[config.mk]
export PLATFORM = sky130hd
export DESIGN_NAME = tiq_irq_top
export DESIGN_NICKNAME = d
export VERILOG_FILES = /design/src/pkg/tiq_pkg.sv /design/src/design/tiq_event_detect.sv /design/src/design/tiq_irq_top.sv
export SDC_FILE = /design/constraint.sdc
export NUM_CORES = 1
export LEC_CHECK = 0
export BUFFER_PORTS_ARGS = -buffer_cell sky130_fd_sc_hd__buf_2
export CORE_ASPECT_RATIO = 0.7
export CORE_MARGIN = 2
export CORE_UTILIZATION = 40
export DETAILED_ROUTE_END_ITERATION = 8
export HOLD_SLACK_MARGIN = 0.03
export PLACE_DENSITY_LB_ADDON = 0.3
export SLEW_MARGIN = 15
export SYNTH_ARGS = -nofsm -noshare
export SYNTH_HDL_FRONTEND = slang
export SYNTH_HIERARCHICAL = 1
export SYNTH_SLANG_ARGS = --single-unit
[constraint.sdc]
create_clock -name CLK_SYS_I -period 1.9 [get_ports CLK_SYS_I]
set_clock_uncertainty 0.05 [all_clocks]
set_input_delay 0.19 -clock CLK_SYS_I [delete_from_list [all_inputs] [get_ports CLK_SYS_I]]
set_output_delay 0.19 -clock CLK_SYS_I [all_outputs]
set_load 0.03 [all_outputs]
[src/pkg/tiq_pkg.sv]
// Purpose: Shared constants and carrier types for the timer 0 interrupt mask and flag block.
// Assumes: APB with 32-bit data, one register per aligned word.
// Notes:   Offsets are word indices; the byte address is four times the index.
package tiq_pkg;

	// The enable index is not a multiple of four, so it cannot be used as a byte address.
	// The flag index is placed next to it.
	localparam logic [11:0] TIQ_OFF_ENABLE = 12'h06E;
	localparam logic [11:0] TIQ_OFF_FLAGS  = 12'h06F;
	localparam int          TIQ_OVF_BIT    = 0;
	localparam int          TIQ_CMPA_BIT   = 1;
	localparam int          TIQ_CMPB_BIT   = 2;
	localparam int          TIQ_NSRC       = 3;
	localparam logic [2:0]  TIQ_ENABLE_RST = 3'h0;
	localparam logic [2:0]  TIQ_FLAGS_RST  = 3'h0;
	localparam logic [7:0]  TIQ_MAX        = 8'hFF;
	localparam logic [7:0]  TIQ_BOTTOM     = 8'h00;

	typedef enum logic [2:0] {
		TIQ_WGM_NORMAL    = 3'h0,
		TIQ_WGM_PC_FF     = 3'h1,
		TIQ_WGM_CTC       = 3'h2,
		TIQ_WGM_FAST_FF   = 3'h3,
		TIQ_WGM_RSVD4     = 3'h4,
		TIQ_WGM_PC_OCRA   = 3'h5,
		TIQ_WGM_RSVD6     = 3'h6,
		TIQ_WGM_FAST_OCRA = 3'h7
	} tiq_wgm_t;

	typedef struct packed {
		logic            penable;
		logic            pwrite;
		logic [11:0]     paddr;
		logic [31:0]     pwdata;
	} tiq_apb_req_t;

	typedef struct packed {
		logic [7:0]      timer_count;
		logic [7:0]      compare_a_value;
		logic [7:0]      compare_b_value;
		tiq_wgm_t        waveform_mode_sel;
		logic            count_tick;
	} tiq_timer_t;

endpackage : tiq_pkg

[src/design/tiq_event_detect.sv]
// Purpose: Turns the timer's count state into one-cycle overflow and compare events.
// Assumes: count_tick pulses on the cycle the counter takes its new value.
// Notes:   Forced compare strobes never reach this module, so they raise no flag.
`timescale 1ns/1ns
`default_nettype none
module tiq_event_detect
	import tiq_pkg::*;
(
	input  wire logic              clk_i,   // System clock.
	input  wire logic              rst_b_i, // Asynchronous reset, active low.
	input  wire tiq_timer_t        tmr_i,   // Timer state.
	output logic [TIQ_NSRC-1:0]    evt_o    // One-cycle event pulses.
);

	typedef struct packed {
		logic [TIQ_NSRC-1:0] evt;
	} tiq_det_state_t;

	tiq_det_state_t st_q;
	tiq_det_state_t st_d;
	logic           ovf_hit;

	always_comb begin
		ovf_hit = 1'b0;
		case (tmr_i.waveform_mode_sel)
			TIQ_WGM_NORMAL, TIQ_WGM_CTC, TIQ_WGM_FAST_FF: begin
				ovf_hit = (tmr_i.timer_count == TIQ_MAX);
			end
			TIQ_WGM_PC_FF, TIQ_WGM_PC_OCRA: begin
				ovf_hit = (tmr_i.timer_count == TIQ_BOTTOM);
			end
			TIQ_WGM_FAST_OCRA: begin
				ovf_hit = (tmr_i.timer_count == tmr_i.compare_a_value);
			end
			default: begin
				ovf_hit = 1'b0;
			end
		endcase
		st_d                   = st_q;
		st_d.evt               = '0;
		st_d.evt[TIQ_OVF_BIT]  = tmr_i.count_tick & ovf_hit;
		st_d.evt[TIQ_CMPA_BIT] = tmr_i.count_tick & (tmr_i.timer_count == tmr_i.compare_a_value);
		st_d.evt[TIQ_CMPB_BIT] = tmr_i.count_tick & (tmr_i.timer_count == tmr_i.compare_b_value);
	end

	always_ff @(posedge clk_i or negedge rst_b_i) begin
		if (!rst_b_i) begin
			st_q <= '0;
		end else begin
			st_q <= st_d;
		end
	end

	assign evt_o = st_q.evt;

endmodule : tiq_event_detect
`default_nettype wire

[src/design/tiq_irq_top.sv]
// Purpose: Interrupt enable and flag registers of timer 0 with per-source requests.
// Assumes: APB slave, zero wait states; CPU gives a one-cycle vector acknowledge per source.
// Notes:   A flag event beats a clear arriving in the same cycle.
`timescale 1ns/1ns
`default_nettype none

module tiq_irq_top
	import tiq_pkg::*;
(
	input  wire logic                 CLK_SYS_I,     // 100 MHz system clock.
	input  wire logic                 RST_B_I,       // Asynchronous reset, active low.
	input  wire logic                 PSEL_I,        // APB select.
	input  wire logic                 PENABLE_I,     // APB enable.
	input  wire logic                 PWRITE_I,      // APB write.
	input  wire logic [11:0]          PADDR_I,       // APB byte address.
	input  wire logic [31:0]          PWDATA_I,      // APB write data.
	output logic [31:0]               PRDATA_O,      // APB read data.
	output logic                      PREADY_O,      // APB ready.
	output logic                      PSLVERR_O,     // APB error, unmapped address.
	input  wire tiq_timer_t           TIMER_I,       // Timer count state, same clock.
	input  wire logic                 FORCE_CMP_A_STROBE_I, // Forced compare A strobe.
	input  wire logic                 GLOBAL_IRQ_EN_I, // CPU global interrupt bit.
	input  wire logic [TIQ_NSRC-1:0]  VEC_ACK_I,     // Vector acknowledge pulses.
	output logic [TIQ_NSRC-1:0]       IRQ_REQ_O,     // Per-source requests.
	output logic                      IRQ_O          // Combined level interrupt.
);

	typedef struct packed {
		logic [TIQ_NSRC-1:0] enable;
		logic [TIQ_NSRC-1:0] flags;
		logic [TIQ_NSRC-1:0] req;
		logic                irq;
		logic [31:0]         prdata;
		logic                pready;
		logic                pslverr;
	} tiq_top_state_t;

	tiq_top_state_t       st_q;
	tiq_top_state_t       st_d;
	logic [TIQ_NSRC-1:0]  evt;
	logic                 setup;
	logic                 hit_en;
	logic                 hit_fl;
	logic [TIQ_NSRC-1:0]  sw_clr;

	// The forced strobe is kept away from event detection on purpose.
	tiq_event_detect u_detect (
		.clk_i   (CLK_SYS_I),
		.rst_b_i (RST_B_I),
		.tmr_i   (TIMER_I),
		.evt_o   (evt)
	);

	always_comb begin
		st_d    = st_q;
		setup   = PSEL_I & ~PENABLE_I;
		hit_en  = (PADDR_I[11:2] == TIQ_OFF_ENABLE[9:0]) && (PADDR_I[1:0] == 2'h0);
		hit_fl  = (PADDR_I[11:2] == TIQ_OFF_FLAGS[9:0]) && (PADDR_I[1:0] == 2'h0);
		sw_clr  = '0;
		st_d.pready  = 1'b0;
		st_d.pslverr = 1'b0;
		st_d.prdata  = '0;
		if (setup) begin
			st_d.pready  = 1'b1;
			st_d.pslverr = ~(hit_en | hit_fl);
			if (PWRITE_I) begin
				if (hit_en) begin
					st_d.enable = PWDATA_I[TIQ_NSRC-1:0];
				end
				if (hit_fl) begin
					sw_clr = PWDATA_I[TIQ_NSRC-1:0];
				end
			end else if (hit_en) begin
				st_d.prdata[TIQ_NSRC-1:0] = st_q.enable;
			end else if (hit_fl) begin
				st_d.prdata[TIQ_NSRC-1:0] = st_q.flags;
			end
		end
		// Set beats clear so a match in the clearing cycle is not lost.
		st_d.flags = (st_q.flags & ~(sw_clr | VEC_ACK_I)) | evt;
		st_d.req   = st_d.flags & st_d.enable & {TIQ_NSRC{GLOBAL_IRQ_EN_I}};
		st_d.irq   = |(st_d.flags & st_d.enable);
	end

	always_ff @(posedge CLK_SYS_I or negedge RST_B_I) begin
		if (!RST_B_I) begin
			st_q        <= '0;
			st_q.enable <= TIQ_ENABLE_RST;
			st_q.flags  <= TIQ_FLAGS_RST;
		end else begin
			st_q <= st_d;
		end
	end

	assign PRDATA_O  = st_q.prdata;
	assign PREADY_O  = st_q.pready;
	assign PSLVERR_O = st_q.pslverr;
	assign IRQ_REQ_O = st_q.req;
	assign IRQ_O     = st_q.irq;

endmodule : tiq_irq_top
`default_nettype wire

==> flow_metrics.tcl, run 1 <==
set metrics [dict create \
    status "complete, no violations" \
    timing_hold_violations_final 0 \
    initial_core_util_pct 41.4 \
    viasPerCell 4.44 \
    fmax_mhz 535 \
    ys_seq_elements 18 \
    cts_buffer_depth 2 \
    ant_nets 0 \
    post_drt_wl_per_cell_microns 11.4 \
    netlist.area_leader.share_pct 35.0 \
    cts_sinks 18 \
    vias 1031 \
    fillers 300 \
    grt_start_max_net_pins 19 \
    endpoint_kind "flop" \
    startpoint_type "primary input" \
    p_leak_nw 0.890 \
    num_io_pins 120 \
    port_buffers 60 \
    synth_area_leader_cell "dfrtp_1" \
    clkTransAtPathRegs_ns 0.06 \
    arrival_ns 1.96 \
    numCtsBuffers 3 \
    grt_pass1_vias 966 \
    cp_max_fo 3 \
    grt_pass1_wl_microns 3880 \
    layout_commonest_cell "buf_2" \
    clock-root-buffer "clkbuf_8" \
    drc 0 \
    pwr_density_cell_mw_per_mm2 580 \
    core-area_sq_mm 0.00311 \
    setup_tns_ns 0 \
    firstDrtPassIters 4 \
    ir_drop_uv 196 \
    path_class "in -> reg" \
    mappedNetlistArea_sq_mm 0.00129 \
    seq_area_frac_synth_pct 35.0 \
    maxCapViolCount 0 \
    place.gp.congestion 0.778 \
    synthFlopType "dfrtp_1" \
    finalCritPeriodShare_pct 98.4 \
    layout_common_cells "buf_2, conb_1, dfrtp_1, xnor2_1, inv_1" \
    synth_edf_count 0 \
    htreeDepth 1 \
    syn_avg_cell_area_sq_um 9.89 \
    final_util_pct 51.7 \
    grt_usage_pct 14.1 \
    final_nets 277 \
    clock_latency_ns 0.26 \
    min_period_ns 1.87 \
    dp_hpwl_microns 2250 \
    antenna-diode-count 0 \
    setup_viol 0 \
    critPathRequiredTime_ns 1.99 \
    areaGrowthSynthToFinish_pct 24.7 \
    drt_iter0_drc 23 \
    yosysUniqueCellTypes 32 \
    synth_warnings 6 \
    hold_class "in -> reg" \
    dieArea_sq_mm 0.00369 \
    async_flop_share_pct 100 \
    die_h_microns 51.4 \
    die_w_microns 71.8 \
    synthTopCellsByArea "dfrtp_1, buf_4, xnor2_1" \
    drt-total-wl_microns 2640 \
    drive_gt1_share_pct 41.8 \
    antenna_found_initial 0 \
    synthCells 130 \
    grt.overflow.total 0 \
    fp-row-count 17 \
    cts_tree "yes" \
    final_max_slew_viol_count 0 \
]
[layout make-up]
type	count	area (sq um)	area share (%)
flip-flops and latches	18	450	28.1
inverters	9	33.8	2.11
clock buffers	4	55.1	3.43
multi-input cells	95	648	40.4
well taps	38	47.5	2.96
repair buffers	68	369	23.0
[per-layer routing]
metal	track usage, %	part of all wire, %
met3	5.72	11
met1	13.1	37
met2	27.0	51
met4	6.29	0.64
met5	0	0
[synthesized netlist by cell type, drive strengths merged (2+ instances only)]
library cell	count
and3	3
a21oi	3
and2	2
dfrtp	18
nor3	2
xnor2	13
nor4	5
nand4b	2
o21ai	2
nor2	6
a31oi	2
buf	35
inv	9
nand4	5
xor2	3
nand2	3
mux2i	6
[sequential cells by signal (all words and copies together), names as in the netlist]
name and cells:
u_detect/evt_o 3, IRQ_O 1, IRQ_REQ_O 3, st_q 6
PRDATA_O 3, PSLVERR_O 1, PREADY_O 1
[kinds of logic after synthesis]
logic type             Yosys count  share of synthesized area (%)
other                            1                          0.292
multiplexers                     7                           5.54
flip-flops                      18                           35.0
AO/OA/AOI/OAI                   10                           5.25
XOR/XNOR                        16                           10.9
AND/OR/NAND/NOR                 33                           19.6
buffers and inverters           45                           23.3
[critical path, stage by stage]
cell and delay [ns]:
buf_6 0.09, or4bb_4 0.55, nor4_4 0.34, buf_4 0.19, mux2i_1 0.22, inv_2 0.07
a221o_1 0.31
[where the power goes]
group / switching [mW] / internal [mW] / leakage, nW
clock: 0.125 / 0.184 / 0.0288
combinational: 0.149 / 0.0812 / 0.613
sequential: 0.00208 / 0.388 / 0.249
[per-stage QoR]
stage / power (mW) / setup slack (ns) / hold slack (ns) / instances / cell area [sq um]
final: 0.930 / 0.0295 / 0.123 / 232 / 1600
after global routing: 0.971 / -0.0101 / 0.124 / 232 / 1600
after CTS: 0.937 / 0.0379 / 0.107 / 231 / 1580
after detailed placement: 0.624 / -0.232 / 0.0928 / 226 / 1520
after global placement: 0.618 / -0.201 / 0.0775 / 226 / 1520
after floorplan: 0.578 / -0.0902 / -0.156 / 158 / 1390
[final timing paths]
path / start / endpoint / slack, ns / depth (start not counted)
min: TIMER_I[0] / u_detect/evt_o[1] / 0.12 / 2
max reg2reg: st_q[43] / IRQ_O / 0.71 / 2
min reg2reg: u_detect/evt_o[2] / st_q[40] / 0.47 / 1
min in group asynchronous: RST_B_I / PSLVERR_O / 0.35 / 2
max in group asynchronous: RST_B_I / st_q[41] / 1.17 / 2
max: PENABLE_I / IRQ_O / 0.03 / 7
[what timing repair did]
| action | 4_1_cts | 5_1_grt |
|---|---|---|
| buffers inserted | 0 | 1 |
| resized for setup | 0 | 3 |
| endpoints found under the hold margin | 18 | 0 |
| setup endpoints to repair | 0 | 1 |
| hold buffers | 1 | 0 |
(Power assumes the default switching activity.)
==> run 2: changes to the inputs <==
Settings changed: PLACE_DENSITY from default to 0.86, PLACE_DENSITY_LB_ADDON 0.3 to default.
==> flow_metrics.tcl, run 2 (synthesized netlist as in run 1, its figures left out) <==
set metrics [dict create \
    grt_start_max_net_pins 19 \
    status "complete, no violations" \
    min_from "PWDATA_I[1]" \
    ant_nets 0 \
    r2r_start "st_q[39]" \
    clkTransAtPathRegs_ns 0.07 \
    port_buffers 60 \
    drt-total-wl_microns 2550 \
    cts_sinks 18 \
    startpoint_type "primary input" \
    numCtsBuffers 3 \
    cts_buffer_depth 2 \
    die_h_microns 51.4 \
    final_nets 281 \
    critical-path-max-stage-delay_ns 0.55 \
    dieArea_sq_mm 0.00369 \
    grt.overflow.total 0 \
    top_register "st_q" \
    maxCapViolCount 0 \
    setup_ws_ns 0.0594 \
    initial_core_util_pct 41.4 \
    fillers 279 \
    htreeDepth 1 \
    firstDrtPassIters 4 \
    pwr_density_cell_mw_per_mm2 571 \
    cts_tree "yes" \
    final_max_slew_viol_count 0 \
    dp_hpwl_microns 2110 \
    die_w_microns 71.8 \
    endpoint_kind "flop" \
    antenna_found_initial 0 \
    p_leak_nw 0.912 \
    finalCritPeriodShare_pct 96.9 \
    ir_drop_uv 271 \
    dp_slack_ns -0.268 \
    critPathRequiredTime_ns 1.99 \
    layout_common_cells "buf_2, conb_1, dfrtp_1, xnor2_1, buf_4" \
    place.gp.congestion 0.808 \
    drc 0 \
    fp-row-count 17 \
    fmax_mhz 543 \
    grt_pass1_wl_microns 3850 \
    cp_max_fo 2 \
    post_drt_wl_per_cell_microns 10.8 \
    areaGrowthSynthToFinish_pct 27.8 \
    hold_class "in -> reg" \
    vias 1054 \
    viasPerCell 4.47 \
    grt_pass1_vias 940 \
    min_period_ns 1.84 \
    antenna-diode-count 0 \
    setup_tns_ns 0 \
    path_class "in -> reg" \
    num_io_pins 120 \
    arrival_ns 1.93 \
    worst_path_max_delay_cell "or4bb_4" \
    setup_viol 0 \
    rsz0062_at_grt "yes" \
    layout_commonest_cell "buf_2" \
    largest_register_ff_count 6 \
    drive_gt1_share_pct 43.4 \
    drt_iter0_drc 12 \
    core-area_sq_mm 0.00311 \
    crit_chain "buf_6, or4bb_4, nor4_4, buf_4, mux2i_2, nor2b_1, a221o_1" \
    grt_usage_pct 13.4 \
    clock-root-buffer "clkbuf_8" \
    setup.worst_path.start "PENABLE_I" \
    clock_latency_ns 0.26 \
    timing_hold_violations_final 0 \
]
[run 2: layout make-up]
| class | instances | area (sq um) | share of cell area, % |
|---|---|---|---|
| Sequential cell | 18 | 450 | 27.4 |
| Clock buffer | 4 | 55.1 | 3.35 |
| Tap cell | 38 | 47.5 | 2.89 |
| Timing Repair Buffer | 72 | 405 | 24.7 |
| Multi-Input combinational cell | 95 | 652 | 39.6 |
| Inverter | 9 | 33.8 | 2.05 |
[run 2: worst max-delay path, delay by kind of cell]
family	cells	cell delay, ns
simple gates	3	0.97
buf+inv	2	0.28
mux	1	0.23
compound gates	1	0.26
[run 2: worst paths after layout]
path | slack [ns] | depth (start not counted) | to
max in group asynchronous | 1.18 | 2 | st_q[43]
min | 0.12 | 2 | st_q[39]
min reg2reg | 0.45 | 1 | st_q[40]
max reg2reg | 0.72 | 4 | IRQ_O
min in group asynchronous | 0.34 | 2 | st_q[38]
max | 0.06 | 7 | IRQ_O
[run 2: per-layer routing]
metal	up-vias	global-route usage, %	part of all wire (%)
met1	478	15.3	38
met3	3	2.56	10
met4	0	3.77	0.94
met5	-	0	0
li1	511	-	-
met2	62	25.3	50
[run 2: stage by stage]
stage               util [%]  total power [mW]  instance area, sq um  cells  hold slack, ns
floorplan                  -             0.578                  1390    158          -0.156
global placement        49.6             0.620                  1540    229          0.0781
detailed placement      49.6             0.626                  1540    229          0.0905
CTS                     51.7             0.942                  1610    234          0.0983
global route            52.9             0.979                  1640    236           0.116
finish                  52.9             0.939                  1640    236           0.117
[run 2: where the power goes]
part           internal, mW  total, mW  switching, mW
logic                0.0847      0.234          0.150
registers             0.388      0.390        0.00211
clock network         0.184      0.314          0.130
[run 2: what timing repair did]
item	CTS	global route
endpoints found under the hold margin	18	0
endpoints found under the setup margin	0	1
setup buffers	0	2
gates resized for setup	0	5
hold buffers	1	0
==> run 3: changes to the inputs <==
Settings changed: CORE_ASPECT_RATIO 0.7 to default.
==> flow_metrics.tcl, run 3 (synthesized netlist as in run 1, its figures left out) <==
set metrics [dict create \
    p_leak_nw 0.882 \
    die_h_microns 60.7 \
    initial_core_util_pct 42.1 \
    status "complete, no violations" \
    place.gp.congestion 0.811 \
    cp_max_fo 3 \
    fmax_mhz 553 \
    endpoint_kind "flop" \
    critPathRequiredTime_ns 2.03 \
    final_util_pct 52.0 \
    top_register "st_q" \
    final_max_slew_viol_count 0 \
    dieArea_sq_mm 0.00369 \
    core-area_sq_mm 0.00305 \
    drc 0 \
    fillers 296 \
    fp-row-count 20 \
    pwr_density_cell_mw_per_mm2 536 \
    areaGrowthSynthToFinish_pct 23.3 \
    vias 1029 \
    antenna-diode-count 0 \
    finalCritPeriodShare_pct 95.2 \
    startpoint_type "primary input" \
    post_cts_resized 0 \
    viasPerCell 4.31 \
    drive_gt1_share_pct 41.0 \
    post_drt_wl_per_cell_microns 10.7 \
    layout_commonest_cell "buf_2" \
    largest_register_ff_count 6 \
    arrival_ns 1.94 \
    path_class "in -> reg" \
    layout_common_cells "buf_2, conb_1, dfrtp_1, xnor2_1" \
    grt_usage_pct 14.3 \
    setup_viol 0 \
    dp_hpwl_microns 2180 \
    setup_ws_ns 0.0910 \
    grt.overflow.total 0 \
    cts_sinks 18 \
    cts_tree "yes" \
    hold_class "in -> reg" \
    port_buffers 60 \
    timing_hold_violations_final 0 \
    clock-root-buffer "clkbuf_4" \
    final_nets 278 \
    clkTransAtPathRegs_ns 0.09 \
    drt-total-wl_microns 2550 \
    numCtsBuffers 3 \
    clock_latency_ns 0.29 \
    min_period_ns 1.81 \
    firstDrtPassIters 4 \
    drt_iter0_drc 9 \
    antenna_found_initial 0 \
    htreeDepth 1 \
    num_io_pins 120 \
    cts_buffer_depth 2 \
    die_w_microns 60.7 \
    maxCapViolCount 0 \
    ant_nets 0 \
    grt_start_max_net_pins 19 \
    dp_slack_ns -0.214 \
    grt_pass1_vias 1006 \
    rsz0062_at_grt "no" \
    ir_drop_uv 164 \
    grt_pass1_wl_microns 3930 \
]
## run 3: cell count changes in the layout (fill, tap and decap cells not counted), sizes merged
cell / previous run / this run
buf: 71 / 68
## run 3: worst paths after layout
path                                   start      endpoint  slack (ns)  cells past startpoint
min in group asynchronous            RST_B_I   PRDATA_O[0]        0.29                      2
max in group asynchronous            RST_B_I      st_q[39]        1.24                      2
hold reg to reg            u_detect/evt_o[2]      st_q[40]        0.47                      1
setup / recovery                 PADDR_I[11]         IRQ_O        0.09                      7
setup reg to reg                    st_q[39]         IRQ_O        0.67                      4
hold / removal               GLOBAL_IRQ_EN_I  IRQ_REQ_O[1]        0.09                      2
## run 3: through the flow
step | hold slack [ns] | TNS [ns] | cells | power (mW) | area [sq um]
final | 0.0857 | 0 | 239 | 0.850 | 1590
after global routing | 0.0900 | 0 | 239 | 0.889 | 1590
after CTS | 0.0679 | 0 | 239 | 0.860 | 1590
after detailed placement | 0.0837 | -0.426 | 234 | 0.626 | 1540
after global placement | 0.0749 | -0.363 | 234 | 0.620 | 1540
after floorplan | -0.156 | -0.0902 | 158 | 0.578 | 1390
## run 3: area by class of cell
type	instances	area, sq um	share of cell area (%)
Timing Repair Buffer	69	370	23.3
Tap cell	44	55.1	3.47
Sequential cell	18	450	28.4
Inverter	9	33.8	2.13
Multi-Input combinational cell	95	641	40.4
Clock buffer	4	36.3	2.29
## run 3: metal layers
layer	up-vias	routed length [microns]	GRT usage, %	part of all wire (%)
li1	505	-	-	-
met1	464	899	13.9	35
met2	56	1430	29.3	56
met4	0	27	6.52	1.1
met3	4	194	1.49	7.6
met5	-	0	0	0
## run 3: worst max-delay path, cell delays in order
cell and delay (ns):
buf_2 0.09, or4_4 0.54, buf_4 0.16, nor4_4 0.33
nand2_1 0.09, a31o_1 0.24, a221o_1 0.29
## run 3: power breakdown
part           total, mW  switching [mW]  internal, mW
sequential         0.390         0.00218         0.388
clock              0.230           0.113         0.117
combinational      0.230           0.149        0.0816
## run 3: repair_timing
item,CTS,global route
buffers inserted,0,0
hold buffers,1,0
endpoints found under the hold margin,18,0
